[config.mk]
export PLATFORM = sky130hd
export DESIGN_NAME = spi_fifo_status_and_baud
export DESIGN_NICKNAME = d
export VERILOG_FILES = /design/src/logic/spi_pkg.sv /design/src/logic/spi_fifo_status_and_baud.sv
export SDC_FILE = /design/constraint.sdc
export NUM_CORES = 1
export LEC_CHECK = 0
export ABC_AREA = 1
export BUFFER_PORTS_ARGS = -buffer_cell sky130_fd_sc_hd__buf_4
export CAP_MARGIN = 20
export CELL_PAD_IN_SITES_DETAIL_PLACEMENT = 0
export CELL_PAD_IN_SITES_GLOBAL_PLACEMENT = 1
export CORE_MARGIN = 4
export CORE_UTILIZATION = 30
export DETAILED_ROUTE_END_ITERATION = 12
export PLACE_DENSITY = 0.7
export SETUP_SLACK_MARGIN = 0.3
export SYNTH_ARGS = -nofsm -noshare
export SYNTH_HDL_FRONTEND = slang
export SYNTH_SLANG_ARGS = --single-unit
[constraint.sdc]
create_clock -name mclk -period 6.2 [get_ports mclk]
set_input_delay 0.93 -clock mclk [delete_from_list [all_inputs] [get_ports mclk]]
set_output_delay 0.93 -clock mclk [all_outputs]
set_load 0.02 [all_outputs]
[src/logic/spi_pkg.sv]
// spi_pkg: register map, field positions and state record of the spi block
// assumes a 16-bit register port addressed by full 32-bit byte addresses
package spi_pkg;
  localparam logic [31:0] addr_status = 32'h4000_4000;
  localparam logic [31:0] addr_rx     = 32'h4000_4004;
  localparam logic [31:0] addr_tx     = 32'h4000_4008;
  localparam logic [31:0] addr_div    = 32'h4000_400c;
  localparam logic [31:0] addr_cfg    = 32'h4000_4010;

  localparam int st_irq      = 0;
  localparam int st_fill_lo  = 1;
  localparam int st_fill_hi  = 3;
  localparam int st_underrun = 4;
  localparam int st_rx_lo    = 8;
  localparam int st_rx_hi    = 10;
  localparam int st_cs_abort = 12;

  localparam int cfg_enable = 0;
  localparam int cfg_master = 1;
  localparam int cfg_flush  = 13;

  localparam int div_abort_reset = 7;
  localparam int div_hi          = 5;
  localparam int byte_msb        = 7;

  localparam logic [7:0] div_write_mask = 8'hbf;
  localparam logic [2:0] fifo_full      = 3'h4;
  localparam logic [3:0] last_bit       = 4'h7;

  typedef enum logic {ph_idle, ph_shift} phase_t;

  typedef struct packed {
    logic [31:0] addr;
    logic [15:0] wdata;
    logic        wr;
    logic        rd;
  } reg_req_t;

  typedef struct packed {
    logic sclk;
    logic cs_n;
    logic din;
  } pin_in_t;

  typedef struct packed {
    logic sclk;
    logic sclk_oe;
    logic cs_n;
    logic cs_n_oe;
    logic dout;
    logic dout_oe;
  } pin_out_t;

  typedef struct packed {
    logic [15:0]     cfg;
    logic [7:0]      divr;
    logic [3:0][7:0] txq;
    logic [1:0]      tx_rd;
    logic [1:0]      tx_wr;
    logic [2:0]      tx_cnt;
    logic [3:0][7:0] rxq;
    logic [1:0]      rx_rd;
    logic [1:0]      rx_wr;
    logic [2:0]      rx_cnt;
    logic [7:0]      shreg;
    logic            sh_valid;
    logic [7:0]      rx_sample;
    logic [3:0]      bit_cnt;
    phase_t          phase;
    logic [5:0]      half_cnt;
    logic            sclk_prev;
    logic            cs_prev;
    logic            underrun;
    logic            cs_abort;
    logic            irq;
    logic [15:0]     rdata;
    pin_out_t        pin;
  } spi_state_t;

  localparam spi_state_t state_reset = '{
    pin: '{cs_n: 1'b1, default: 1'b0},
    phase: ph_idle,
    cs_prev: 1'b1,
    sclk_prev: 1'b0,
    default: '0
  };
endpackage

[src/logic/spi_fifo_status_and_baud.sv]
// spi_fifo_status_and_baud: spi byte fifos, status, baud divider, cs abort
// assumes synchronous pin inputs, mclk as divider source, mode 0 framing
//
// Notes on behaviour
// - underrun flag when transfer starts empty
// - status read clears underrun flag
// - tx fill level in status bits 3:1
// - master: count drops when byte leaves fifo
// - slave: count drops after byte shifted out
// - slave: count includes byte in shifter
// - master sends loaded byte at once
// - summary flag on abort, or on underrun with flush off, read clears
// - rx read pops byte, empty gives zero
// - tx write fills slot, full overwrites oldest
// - tx address reads zero, fifo untouched
// - abort option 0: resume remaining bits
// - abort option 1: reset interface logic
// - master clock is mclk/(2*(1+div))
// - slave ignores divider, uses master clock
// - flush enable control, zero disables flushing
// - cs abort flag on early deselect
`timescale 1ns/10ps
module spi_fifo_status_and_baud (
  input  wire logic              mclk,
  input  wire logic              resetn,
  input  wire spi_pkg::reg_req_t req,
  output logic [15:0]            rdata,
  input  wire spi_pkg::pin_in_t  pin_in,
  output spi_pkg::pin_out_t      pin_out
);
  spi_pkg::spi_state_t s;
  spi_pkg::spi_state_t n;
  logic        en;
  logic        master;
  logic        flush;
  logic        abort_reset;
  logic [5:0]  div;
  logic        sclk_rise;
  logic        sclk_fall;
  logic        cs_fall;
  logic        cs_rise;
  logic        rd_status;
  logic        tx_push;
  logic        rx_pop;
  logic [2:0]  tx_total;
  logic [2:0]  fill_level;
  logic        tx_pop;
  logic        rx_push;
  logic        byte_done;
  logic        bit_rise;
  logic        bit_fall;
  logic        set_underrun;
  logic        set_abort;
  logic        set_irq;
  logic [2:0]  tx_left;
  logic [1:0]  tx_rd_next;
  logic [2:0]  rx_left;
  logic [15:0] status_word;

  function automatic logic hit(input logic        strobe,
                               input logic [31:0] addr,
                               input logic [31:0] target);
    return strobe && (addr == target);
  endfunction

  assign en          = s.cfg[spi_pkg::cfg_enable];
  assign master      = s.cfg[spi_pkg::cfg_master];
  assign flush       = s.cfg[spi_pkg::cfg_flush];
  assign abort_reset = s.divr[spi_pkg::div_abort_reset];
  assign div         = s.divr[spi_pkg::div_hi:0];
  assign sclk_rise   = pin_in.sclk & ~s.sclk_prev;
  assign sclk_fall   = ~pin_in.sclk & s.sclk_prev;
  assign cs_fall     = ~pin_in.cs_n & s.cs_prev;
  assign cs_rise     = pin_in.cs_n & ~s.cs_prev;
  assign rd_status   = hit(req.rd, req.addr, spi_pkg::addr_status);
  assign tx_push     = hit(req.wr, req.addr, spi_pkg::addr_tx);
  assign rx_pop      = hit(req.rd, req.addr, spi_pkg::addr_rx)
                       && (s.rx_cnt != '0);
  // slave counts the byte parked in the shifter as well
  assign tx_total    = s.tx_cnt + {2'h0, s.sh_valid & ~master};
  assign fill_level  = (tx_total > spi_pkg::fifo_full) ?
                       spi_pkg::fifo_full : tx_total;

  always_comb begin
    n            = s;
    tx_pop       = 1'b0;
    byte_done    = 1'b0;
    bit_rise     = 1'b0;
    bit_fall     = 1'b0;
    set_underrun = 1'b0;
    set_abort    = 1'b0;
    n.sclk_prev  = pin_in.sclk;
    n.cs_prev    = pin_in.cs_n;
    n.pin.sclk_oe = en & master;
    n.pin.cs_n_oe = en & master;

    if (!en) begin
      n.phase       = spi_pkg::ph_idle;
      n.half_cnt    = '0;
      n.pin.sclk    = 1'b0;
      n.pin.cs_n    = 1'b1;
      n.pin.dout_oe = 1'b0;
    end else if (master) begin
      n.pin.dout_oe = 1'b1;
      case (s.phase)
        spi_pkg::ph_idle: begin
          if (s.tx_cnt != '0 && !flush) begin
            // fifo count drops as the byte enters the shifter
            tx_pop     = 1'b1;
            n.shreg    = s.txq[s.tx_rd];
            n.pin.dout = s.txq[s.tx_rd][spi_pkg::byte_msb];
            n.pin.cs_n = 1'b0;
            n.phase    = spi_pkg::ph_shift;
            n.bit_cnt  = '0;
            n.half_cnt = '0;
            n.pin.sclk = 1'b0;
          end else begin
            n.pin.cs_n = 1'b1;
          end
        end
        spi_pkg::ph_shift: begin
          if (s.half_cnt < div) begin
            n.half_cnt = s.half_cnt + 6'h01;
          end else begin
            n.half_cnt = '0;
            n.pin.sclk = ~s.pin.sclk;
            bit_rise   = ~s.pin.sclk;
            bit_fall   = s.pin.sclk;
          end
        end
        default: begin
          n.phase = spi_pkg::ph_idle;
        end
      endcase
    end else begin
      // slave: clock comes from the far master, divider unused
      n.pin.sclk    = 1'b0;
      n.pin.cs_n    = 1'b1;
      n.pin.dout_oe = ~pin_in.cs_n;
      n.half_cnt    = '0;
      if (s.phase == spi_pkg::ph_idle && pin_in.cs_n && !s.sh_valid
          && s.bit_cnt == '0 && s.tx_cnt != '0 && !flush) begin
        // byte waits in the shifter for the far master
        tx_pop     = 1'b1;
        n.shreg    = s.txq[s.tx_rd];
        n.sh_valid = 1'b1;
        n.pin.dout = s.txq[s.tx_rd][spi_pkg::byte_msb];
      end
      if (cs_fall && s.phase == spi_pkg::ph_idle) begin
        n.phase = spi_pkg::ph_shift;
        if (!s.sh_valid && s.bit_cnt == '0) begin
          set_underrun = 1'b1;
          n.shreg      = '0;
          n.pin.dout   = 1'b0;
        end
      end
      if (s.phase == spi_pkg::ph_shift) begin
        if (cs_rise) begin
          set_abort = 1'b1;
          n.phase   = spi_pkg::ph_idle;
          if (abort_reset) begin
            n.bit_cnt   = '0;
            n.sh_valid  = 1'b0;
            n.rx_sample = '0;
          end
        end else begin
          bit_rise = sclk_rise;
          bit_fall = sclk_fall;
        end
      end
    end

    // sample on the rising edge, shift on the falling edge
    if (bit_rise) begin
      n.rx_sample = {s.rx_sample[6:0], pin_in.din};
    end
    if (bit_fall) begin
      if (s.bit_cnt == spi_pkg::last_bit) begin
        byte_done = 1'b1;
        n.bit_cnt = '0;
        n.phase   = spi_pkg::ph_idle;
        if (!master) begin
          n.sh_valid = 1'b0;
        end
      end else begin
        n.bit_cnt  = s.bit_cnt + 4'h1;
        n.shreg    = {s.shreg[6:0], 1'b0};
        n.pin.dout = s.shreg[6];
      end
    end
    rx_push = byte_done;

    // sticky flags: a set in the clearing cycle wins
    set_irq    = (set_underrun & ~flush) | set_abort;
    n.underrun = (s.underrun & ~rd_status) | set_underrun;
    n.cs_abort = (s.cs_abort & ~rd_status) | set_abort;
    n.irq      = (s.irq & ~rd_status) | set_irq;

    tx_left    = s.tx_cnt - {2'h0, tx_pop};
    tx_rd_next = s.tx_rd + {1'b0, tx_pop};
    if (tx_push) begin
      n.txq[s.tx_wr] = req.wdata[spi_pkg::byte_msb:0];
      n.tx_wr        = s.tx_wr + 2'h1;
      if (tx_left == spi_pkg::fifo_full) begin
        tx_rd_next = tx_rd_next + 2'h1;
      end else begin
        tx_left = tx_left + 3'h1;
      end
    end
    n.tx_rd  = tx_rd_next;
    n.tx_cnt = tx_left;
    if (flush) begin
      n.tx_cnt = '0;
      n.tx_rd  = n.tx_wr;
    end

    rx_left = s.rx_cnt - {2'h0, rx_pop};
    n.rx_rd = s.rx_rd + {1'b0, rx_pop};
    if (rx_push && rx_left != spi_pkg::fifo_full) begin
      n.rxq[s.rx_wr] = s.rx_sample;
      n.rx_wr        = s.rx_wr + 2'h1;
      rx_left        = rx_left + 3'h1;
    end
    n.rx_cnt = rx_left;

    status_word = '0;
    status_word[spi_pkg::st_irq] = s.irq;
    status_word[spi_pkg::st_fill_hi:spi_pkg::st_fill_lo] = fill_level;
    status_word[spi_pkg::st_underrun] = s.underrun;
    status_word[spi_pkg::st_rx_hi:spi_pkg::st_rx_lo] = s.rx_cnt;
    status_word[spi_pkg::st_cs_abort] = s.cs_abort;

    n.rdata = '0;
    if (req.rd) begin
      case (req.addr)
        spi_pkg::addr_status: n.rdata = status_word;
        spi_pkg::addr_rx:     n.rdata = rx_pop ?
                                {8'h00, s.rxq[s.rx_rd]} : '0;
        spi_pkg::addr_div:    n.rdata = {8'h00, s.divr};
        spi_pkg::addr_cfg:    n.rdata = s.cfg;
        default:              n.rdata = '0;
      endcase
    end
    if (hit(req.wr, req.addr, spi_pkg::addr_div)) begin
      n.divr = req.wdata[7:0] & spi_pkg::div_write_mask;
    end
    if (hit(req.wr, req.addr, spi_pkg::addr_cfg)) begin
      n.cfg = req.wdata;
    end
  end

  always_ff @(posedge mclk or negedge resetn) begin
    if (!resetn) begin
      s <= spi_pkg::state_reset;
    end else begin
      s <= n;
    end
  end

  assign rdata   = s.rdata;
  assign pin_out = s.pin;
endmodule

==> metrics.md, run 1 <==
| Metric | Value |
|---|---|
| Status | finished, final reports clean |
| Syn_nets | 1,165 |
| Final Hold Fails | 0 |
| Share of layout cells above drive strength 1 | a little under an eighth |
| Slew HR | 41.25% |
| Post-place setup slack | 2.217 ns |
| Setup TNS after final layout | 0 ns |
| Quantity of I/O buffers inserted on ports | 76 |
| Worst reg2reg endpoint | s[94] |
| Post-synth EDFFs | 0 |
| Post-route fraction of the period consumed by the critical path | slightly below 60% |
| Synthesis Warnings | 0 |
| Worst Setup End Kind | register |
| First-pass GRT wire length | 37,050 um |
| Ports | slightly below 80 |
| Worst-Margin Slew | 0.8812 ns |
| Clock slew at reported path FFs | about 0.060 ns |
| Dpl cell area | 9061 um2 |
| CP Data Required Time | 6.51 ns |
| Worst-path maximum fanout | 18 |
| Worst reg2reg startpoint | s[34] |
| DP HPWL | roughly 16,000 um |
| Critical path launch point type | input port |
| Commonest non-fill, non-tap cells in the layout | nand2_1, dfrtp_1, inv_1 |
| R2R setup slack | 2.88 ns |
| Cell Pwr Density | between 200 and 250 nW/um2 |
| Fill cells | 2,822 |
| Commonest non-fill, non-tap cell in the layout | nand2_1 |
| Post-layout minimum cycle time | 3.578 ns |
| Setup crit end | s[86] |
| Arr. time, crit path | 3.89 ns |
| Clk_lat worst skew | 0.42 ns |
| Crit. Startpoint | req[19] |
| Worst vdd ir | 0.1883 mV |
| Starting density of the core | 30.69% |
| Slew Viols, Final | 0 |
| Seq/Total Area, Yosys | between 40% and 50% |
| RSZ-0062 raised after global routing | false |
| Global Route Usage Sum | 14.95% |
| Sinks on Clock Net | between 150 and 200 |
| FMAX | around 0.28 GHz |
| Number of synthesized register bits | about 150 |
| Final WL | 22,030 um |
| Drt first-iter violations | 483 |
| Largest net degree at the start of global routing | 93 |
| Die height | 174.5 um |
| Die area | about 30,000 um2 |
| Cts repair resizes | 0 |
| Crit path kind | input port to register |
| Synth cell types | 38 |
| Setup Buffers After CTS | 0 |
| Max Root-Sink Buffers | 2 |
| Area Overhead vs Synth | 16.03% |
| Worst path slowest cell | nand4_1 |
| Mean post-synth cell area | between 7 and 8 um2 |
| DR pass1 iterations | 5 |
| DR WL/cell | roughly 15 um |
| Max_cap viols | 0 |
| Final Hold Slack | 0.4721 ns |
| Most Crowded Layer GR | met2 |
| Vias in the first global route | about 7,000 |
| Netlist Area Pre-Place | 8318 um2 |
| Final worst clock skew | 0.007938 ns |
| Met1 Use GR | 21.81% |
| Diode count | 0 |
| Cell taking the most area after synthesis | dfrtp_1 |
| Hold Path Class | register to register |
| Post-synthesis cell count | 1,082 |
| DRC | 0 |
| Fin nets | 1,206 |
| Synth async-reset ratio | between 90% and 100% |
| CTS buffer count | 17 |
| Core Area | 27,100 um2 |
| Post-synth top area share | 45.73% |
| Htree depth | 4 |
| Antenna-violating nets left | 0 |
| Crit-path max cell delay | around 0.34 ns |
| Met3 GRT Util | 2.893% |
| Top FF cell, synth | dfrtp_1 |
| GR Util met2 | 22.39% |
| Setup ws final | 2.622 ns |
| Via count | around 7,000 |
| Final setup vio count | 0 |
| Hold_buf cts | 0 |
| Row Count | 60 |
| Ranking of synthesized cells by area | dfrtp_1, nand2_1, o21ai_0 |
| Design Area, Final | 9652 um2 |
| Overall Power | 2.133 mW |
| Root buffer cell | clkbuf_16 |
| RePlAce Congestion | ~0.82 |
| Vias per cell | 4.584 |
| TritonCTS clock tree | built |
| Sequence of cells on the critical path | buf_4 > nor2_1 > inv_1 > nor2_2 > nand4_1 > inv_1 > ha_1 > ha_1 > ha_1 > nand2_1 > buf_4 > nand4_1 > nand2_1 > nand2_1 |
| Overall die width | 174.5 um |
| Remaining global-route overflow | 0 |
| Initial antenna violation count | 0 |
| P_leak | 4.989 nW |
| R2r worst-path depth | 16 |
sequential cells by signal, indices dropped and copies added (netlist names):
register     flops
div              6
master           1
flush            1
pin_out          5
rdata           16
en               1
abort_reset      1
s              123
per-layer routing:
layer / wire, um / part of all wire, %
met1: 11230 / 51
met2: 9556 / 43
met3: 868 / 3.9
met4: 372 / 1.7
met5: 0 / 0
how the worst min path moves through the flow:
stage,startpoint,endpoint,cells after the start,slack [ns]
after floorplan,s[152],s[152],2,0.44
after global placement,s[156],s[156],2,0.45
after detailed placement,s[149],s[149],2,0.46
after CTS,s[149],s[149],2,0.47
after global routing,s[152],s[152],2,0.49
final,s[149],s[149],2,0.47
critical path, delay by kind of cell:
| family | cells | cell delay (ns) |
|---|---|---|
| and+or+nand+nor | 7 | 1.65 |
| buffers and inverters | 4 | 0.71 |
| adders and majority gates | 3 | 0.60 |
synthesized netlist by cell type, types with 2 or more instances:
cell / count
o211ai_1: 2
o21ai_2: 2
nand2_2: 4
buf_2: 12
nand4_1: 52
nor3_1: 4
clkbuf_1: 21
nor4_1: 5
a21oi_1: 28
nor2_4: 6
o22ai_1: 8
and2_1: 2
a32o_1: 2
xor2_1: 8
nand2_1: 304
nor2_1: 110
inv_1: 121
ha_1: 28
nand3_1: 57
o21ai_1: 2
dfrtp_1: 152
buf_4: 24
or2_2: 2
o21ai_0: 110
nor2_2: 2
dfstp_2: 2
cell families after synthesis:
logic type / after synthesis / synth area share, %
AO/OA/AOI/OAI: 158 / 10.03
XOR/XNOR: 9 / 0.9477
adder cells (fa/ha/maj): 28 / 4.212
buffers and inverters: 181 / 9.522
flip-flops: 154 / 46.36
AND/OR/NAND/NOR: 552 / 28.93
area by class of cell:
| class | instances | area, um2 | share of cell area [%] |
|---|---|---|---|
| sequential | 154 | 3856 | 39.95 |
| multi-input combinational | 747 | 3670 | 38.02 |
| timing repair buffer | 81 | 611.8 | 6.339 |
| clock buffer | 22 | 474.2 | 4.913 |
| tap | 372 | 465.4 | 4.822 |
| inverter | 122 | 457.9 | 4.745 |
| clock inverter | 10 | 116.4 | 1.206 |
power by group:
group / total (mW) / internal (mW) / switching (mW)
Combinational: 0.0799 / 0.0291 / 0.0508
Clock: 1.04 / 0.625 / 0.420
Sequential: 1.01 / 1.01 / 0.000938
through the flow:
stage	util [%]	cells
global placement	33.43	1476
CTS	35.61	1508
floorplan	-	1082
global route	35.61	1508
finish	35.61	1508
detailed placement	33.43	1476
Power figures use the tool's default switching activity.
==> inputs of run 2 (changes only) <==
--- a/config.mk
+++ b/config.mk
@@ -5,7 +5,7 @@
 export SDC_FILE = /design/constraint.sdc
 export NUM_CORES = 1
 export LEC_CHECK = 0
-export ABC_AREA = 1
+export ABC_AREA = 0
 export BUFFER_PORTS_ARGS = -buffer_cell sky130_fd_sc_hd__buf_4
 export CAP_MARGIN = 20
 export CELL_PAD_IN_SITES_DETAIL_PLACEMENT = 0
@@ -13,7 +13,7 @@
 export CORE_MARGIN = 4
 export CORE_UTILIZATION = 30
 export DETAILED_ROUTE_END_ITERATION = 12
-export PLACE_DENSITY = 0.7
+export PLACE_DENSITY = 0.68
 export SETUP_SLACK_MARGIN = 0.3
 export SYNTH_ARGS = -nofsm -noshare
 export SYNTH_HDL_FRONTEND = slang
==> constraint.sdc (replaced) <==
create_clock -name mclk -period 3.16 [get_ports mclk]
set_input_delay 0.474 -clock mclk [delete_from_list [all_inputs] [get_ports mclk]]
set_output_delay 0.474 -clock mclk [all_outputs]
set_load 0.02 [all_outputs]
==> metrics.md, run 2 <==
| Metric | Value |
|---|---|
| Met3 GRT Util | 2.842% (-0.051 points) |
| Htree depth | 4 (unchanged) |
| Seq/Total Area, Yosys | 49.34% (+3.0 points) |
| RSZ-0062 raised after global routing | false |
| Via count | 4,975 (-28%) |
| FMAX | 0.3651 GHz |
| Sinks on Clock Net | 154 (unchanged) |
| Slew Viols, Final | 0 (unchanged) |
| DR WL/cell | 17.41 um (+19%) |
| Number of synthesized register bits | 154 (unchanged) |
| Initial antenna violation count | 0 (unchanged) |
| Vias in the first global route | 5,230 (-25%) |
| Max Root-Sink Buffers | 2 (unchanged) |
| Post-layout minimum cycle time | 2.739 ns |
| Top FF cell, synth | dfrtp_1 |
| Most frequent cell on the critical path | ha_1 |
| Die area | 28,700 um2 (-5.8%) |
| Hold_buf cts | 0 (unchanged) |
| DRC | 0 (unchanged) |
| Mean post-synth cell area | 13.00 um2 (+69%) |
| CP Data Required Time | 3.48 ns (-3.03 ns) |
| GR Util met2 | 20.94% (-1.5 points) |
| Post-layout util | 37.03% (+1.4 points) |
| First-pass GRT wire length | 29,040 um (-22%) |
| Overall die width | 169.4 um (-2.9%) |
| Post-route fraction of the period consumed by the critical path | 86.68% |
| CTS buffer count | 17 (unchanged) |
| Ranking of synthesized cells by area | dfrtp_1, mux2_2, mux2_1 |
| Starting density of the core | 30.77% (+0.076 points) |
| Largest net degree at the start of global routing | 79 (-15%) |
| Remaining global-route overflow | 0 (unchanged) |
| Sequence of cells on the critical path | inv_1 > ha_1 > nor4b_4 > a21oi_2 > nor3_4 > ha_1 > ha_1 > ha_1 > nand4_1 > nor4_2 > xnor2_1 > mux2_2 |
| Quantity of I/O buffers inserted on ports | 76 (unchanged) |
| Post-place setup slack | -0.009912 ns (-2.227 ns) |
| Final WL | 17,740 um (-19%) |
| Crit-path max cell delay | 0.40 ns (+0.06 ns) |
| CP Buf/Inv Count | 1 (-3) |
| RePlAce Congestion | 0.7649 (-6.1%) |
| Vias per cell | 4.882 (+6.5%) |
| Cell taking the most area after synthesis | dfrtp_1 |
| Drt first-iter violations | 266 (-45%) |
| Synth top cells by count | dfrtp_1, mux2_2, mux2_1 |
| Worst-path maximum fanout | 4 (-14) |
| Syn_nets | 684 (-41%) |
| Cell Pwr Density | 429.1 nW/um2 (+94%) |
| Clk_lat worst skew | 0.43 ns (about the same) |
| Worst Setup End Kind | register |
| Top reg by flops | s |
| Crit path kind | register to register |
| Final setup vio count | 0 (unchanged) |
| Worst vdd ir | 0.3465 mV (+84%) |
| Status | finished, final reports clean |
| Max_cap viols | 0 (unchanged) |
| Diode count | 0 (unchanged) |
| Die height | 169.4 um (-2.9%) |
| Share of layout cells above drive strength 1 | 35.12% (+23 points) |
| TritonCTS clock tree | built |
| Synthesis Warnings | 0 (unchanged) |
| Hold Path Class | input port to asynchronous set/reset pin |
| Post-synth EDFFs | 0 (unchanged) |
| Most Crowded Layer GR | met2 |
| Row Count | 58 (-3.3%) |
| Global Route Usage Sum | 12.92% (-2.0 points) |
| Root buffer cell | clkbuf_16 |
| Area Overhead vs Synth | 20.37% |
| Most numerous cell in the Yosys netlist | dfrtp_1 |
| Critical path launch point type | register |
| Fin nets | 759 (-37%) |
| DR pass1 iterations | 4 (-1) |
| Antenna-violating nets left | 0 (unchanged) |
| Final worst clock skew | 0.008947 ns (+0.001009 ns) |
| Synth cell types | 70 (+84%) |
| Post-synthesis cell count | 601 (-44%) |
| Commonest non-fill, non-tap cells in the layout | dfrtp_1, buf_4, mux2_2 |
| Ports | 77 (unchanged) |
| Worst path slowest cell | dfrtp_1 |
| Met1 Use GR | 17.57% (-4.2 points) |
| Arr. time, crit path | 3.06 ns (-0.83 ns) |
| Slew HR | 49.27% (+8.0 points) |
| Worst-Margin Slew | 0.7609 ns (-0.1203 ns) |
| Final Hold Fails | 0 (unchanged) |
| Netlist Area Pre-Place | 7815 um2 (-6.0%) |
| Core Area | 25,400 um2 (-6.3%) |
| Top cell family by delay on the critical path | adder cells |
| Clock slew at reported path FFs | 0.06 ns (about the same) |
| Commonest non-fill, non-tap cell in the layout | dfrtp_1 |
| Synth async-reset ratio | 100.0% (unchanged) |
| Post-synth top area share | 48.67% (+2.9 points) |
| DP HPWL | 13,190 um (-16%) |
| P_leak | 4.548 nW (-8.8%) |
| Setup ws final | 0.4208 ns (-2.201 ns) |
| Largest register FFs | 123 (unchanged) |
run 2: cell types whose count changed after synthesis, moves of 12 or more:
cell	change
nand2_1	-284
a22o_1	+12
nand3_1	-51
a21oi_1	-18
inv_1	-89
o21ai_0	-101
nand4_1	-51
mux2i_1	+13
mux2_2	+58
mux2_1	+42
nor2_1	-88
clkbuf_1	-15
and3_1	+12
mux4_2	+16
run 2: per-stage QoR:
stage | area (um2) | hold WS [ns] | cells | total power, mW | TNS [ns]
2_1_floorplan | 7911 | 0.1784 | 601 | 2.051 | -0.03078
4_1_cts | 9368 | 0.09049 | 1018 | 4.095 | 0
6_report | 9407 | 0.04105 | 1019 | 4.037 | 0
3_3_place_gp | 8818 | 0.4613 | 986 | 2.181 | 0
3_5_place_dp | 8818 | 0.4685 | 986 | 2.182 | -0.02225
5_1_grt | 9407 | 0.09998 | 1019 | 4.194 | 0
run 2: cell type report:
| class | instances | area (um2) |
|---|---|---|
| clock inverters | 15 | 117.6 |
| fillers | 2489 | 15990 |
| flip-flops and latches | 154 | 3856 |
| repair buffers | 94 | 747.0 |
| multi-input cells | 377 | 3727 |
| inverters | 32 | 120.1 |
| clock buffers | 17 | 425.4 |
| well taps | 330 | 412.9 |
run 2: path summary, 6_finish.rpt:
check	from	to	slack [ns]	cells after the start
max	s[34]	s[100]	0.42	12
min	resetn	s[131]	0.04	1
max reg2reg	s[34]	s[100]	0.42	12
min reg2reg	s[156]	s[156]	0.48	1
max in group asynchronous	resetn	s[58]	2.33	2
min in group mclk	pin_in[2]	s[26]	0.16	1
run 2: worst reg2reg max path: stages, from the launching register on:
cell and delay (ns):
dfrtp_1 0.40, inv_1 0.06, ha_1 0.19, nor4b_4 0.13, a21oi_2 0.21, nor3_4 0.07, ha_1 0.18, ha_1 0.29
ha_1 0.18, nand4_1 0.15, nor4_2 0.36, xnor2_1 0.12, mux2_2 0.27
run 2: layer usage:
layer | part of all wire (%) | wire, um
met3 | 3.6 | 632
met4 | 0.92 | 163
met2 | 49 | 8611
met1 | 47 | 8336
met5 | 0 | 0
run 2: report_power, final:
group          total, mW  internal (mW)  switching (mW)
Clock               1.90           1.02           0.878
Combinational      0.149         0.0640          0.0851
Sequential          1.99           1.98          0.0124
Total               4.04           3.06           0.976
run 2: cell families (layout without fill, tap and decap cells):
| family | Yosys count | in the layout | synth area share, % |
|---|---|---|---|
| flip-flops | 154 | 154 | 49.34 |
| XOR/XNOR | 11 | 11 | 1.233 |
| AND/OR/NAND/NOR | 125 | 125 | 10.45 |
| buffers and inverters | 70 | 158 | 4.675 |
| multiplexers | 129 | 129 | 20.69 |
| AO/OA/AOI/OAI | 84 | 84 | 9.126 |
| adder cells (fa/ha/maj) | 28 | 28 | 4.483 |
run 2: repair_timing:
item / in CTS / in global routing
buffers inserted: 0 / 1
gates resized for setup: 1 / 5
endpoints found under the setup margin: 1 / 3
pin swaps: 0 / 2
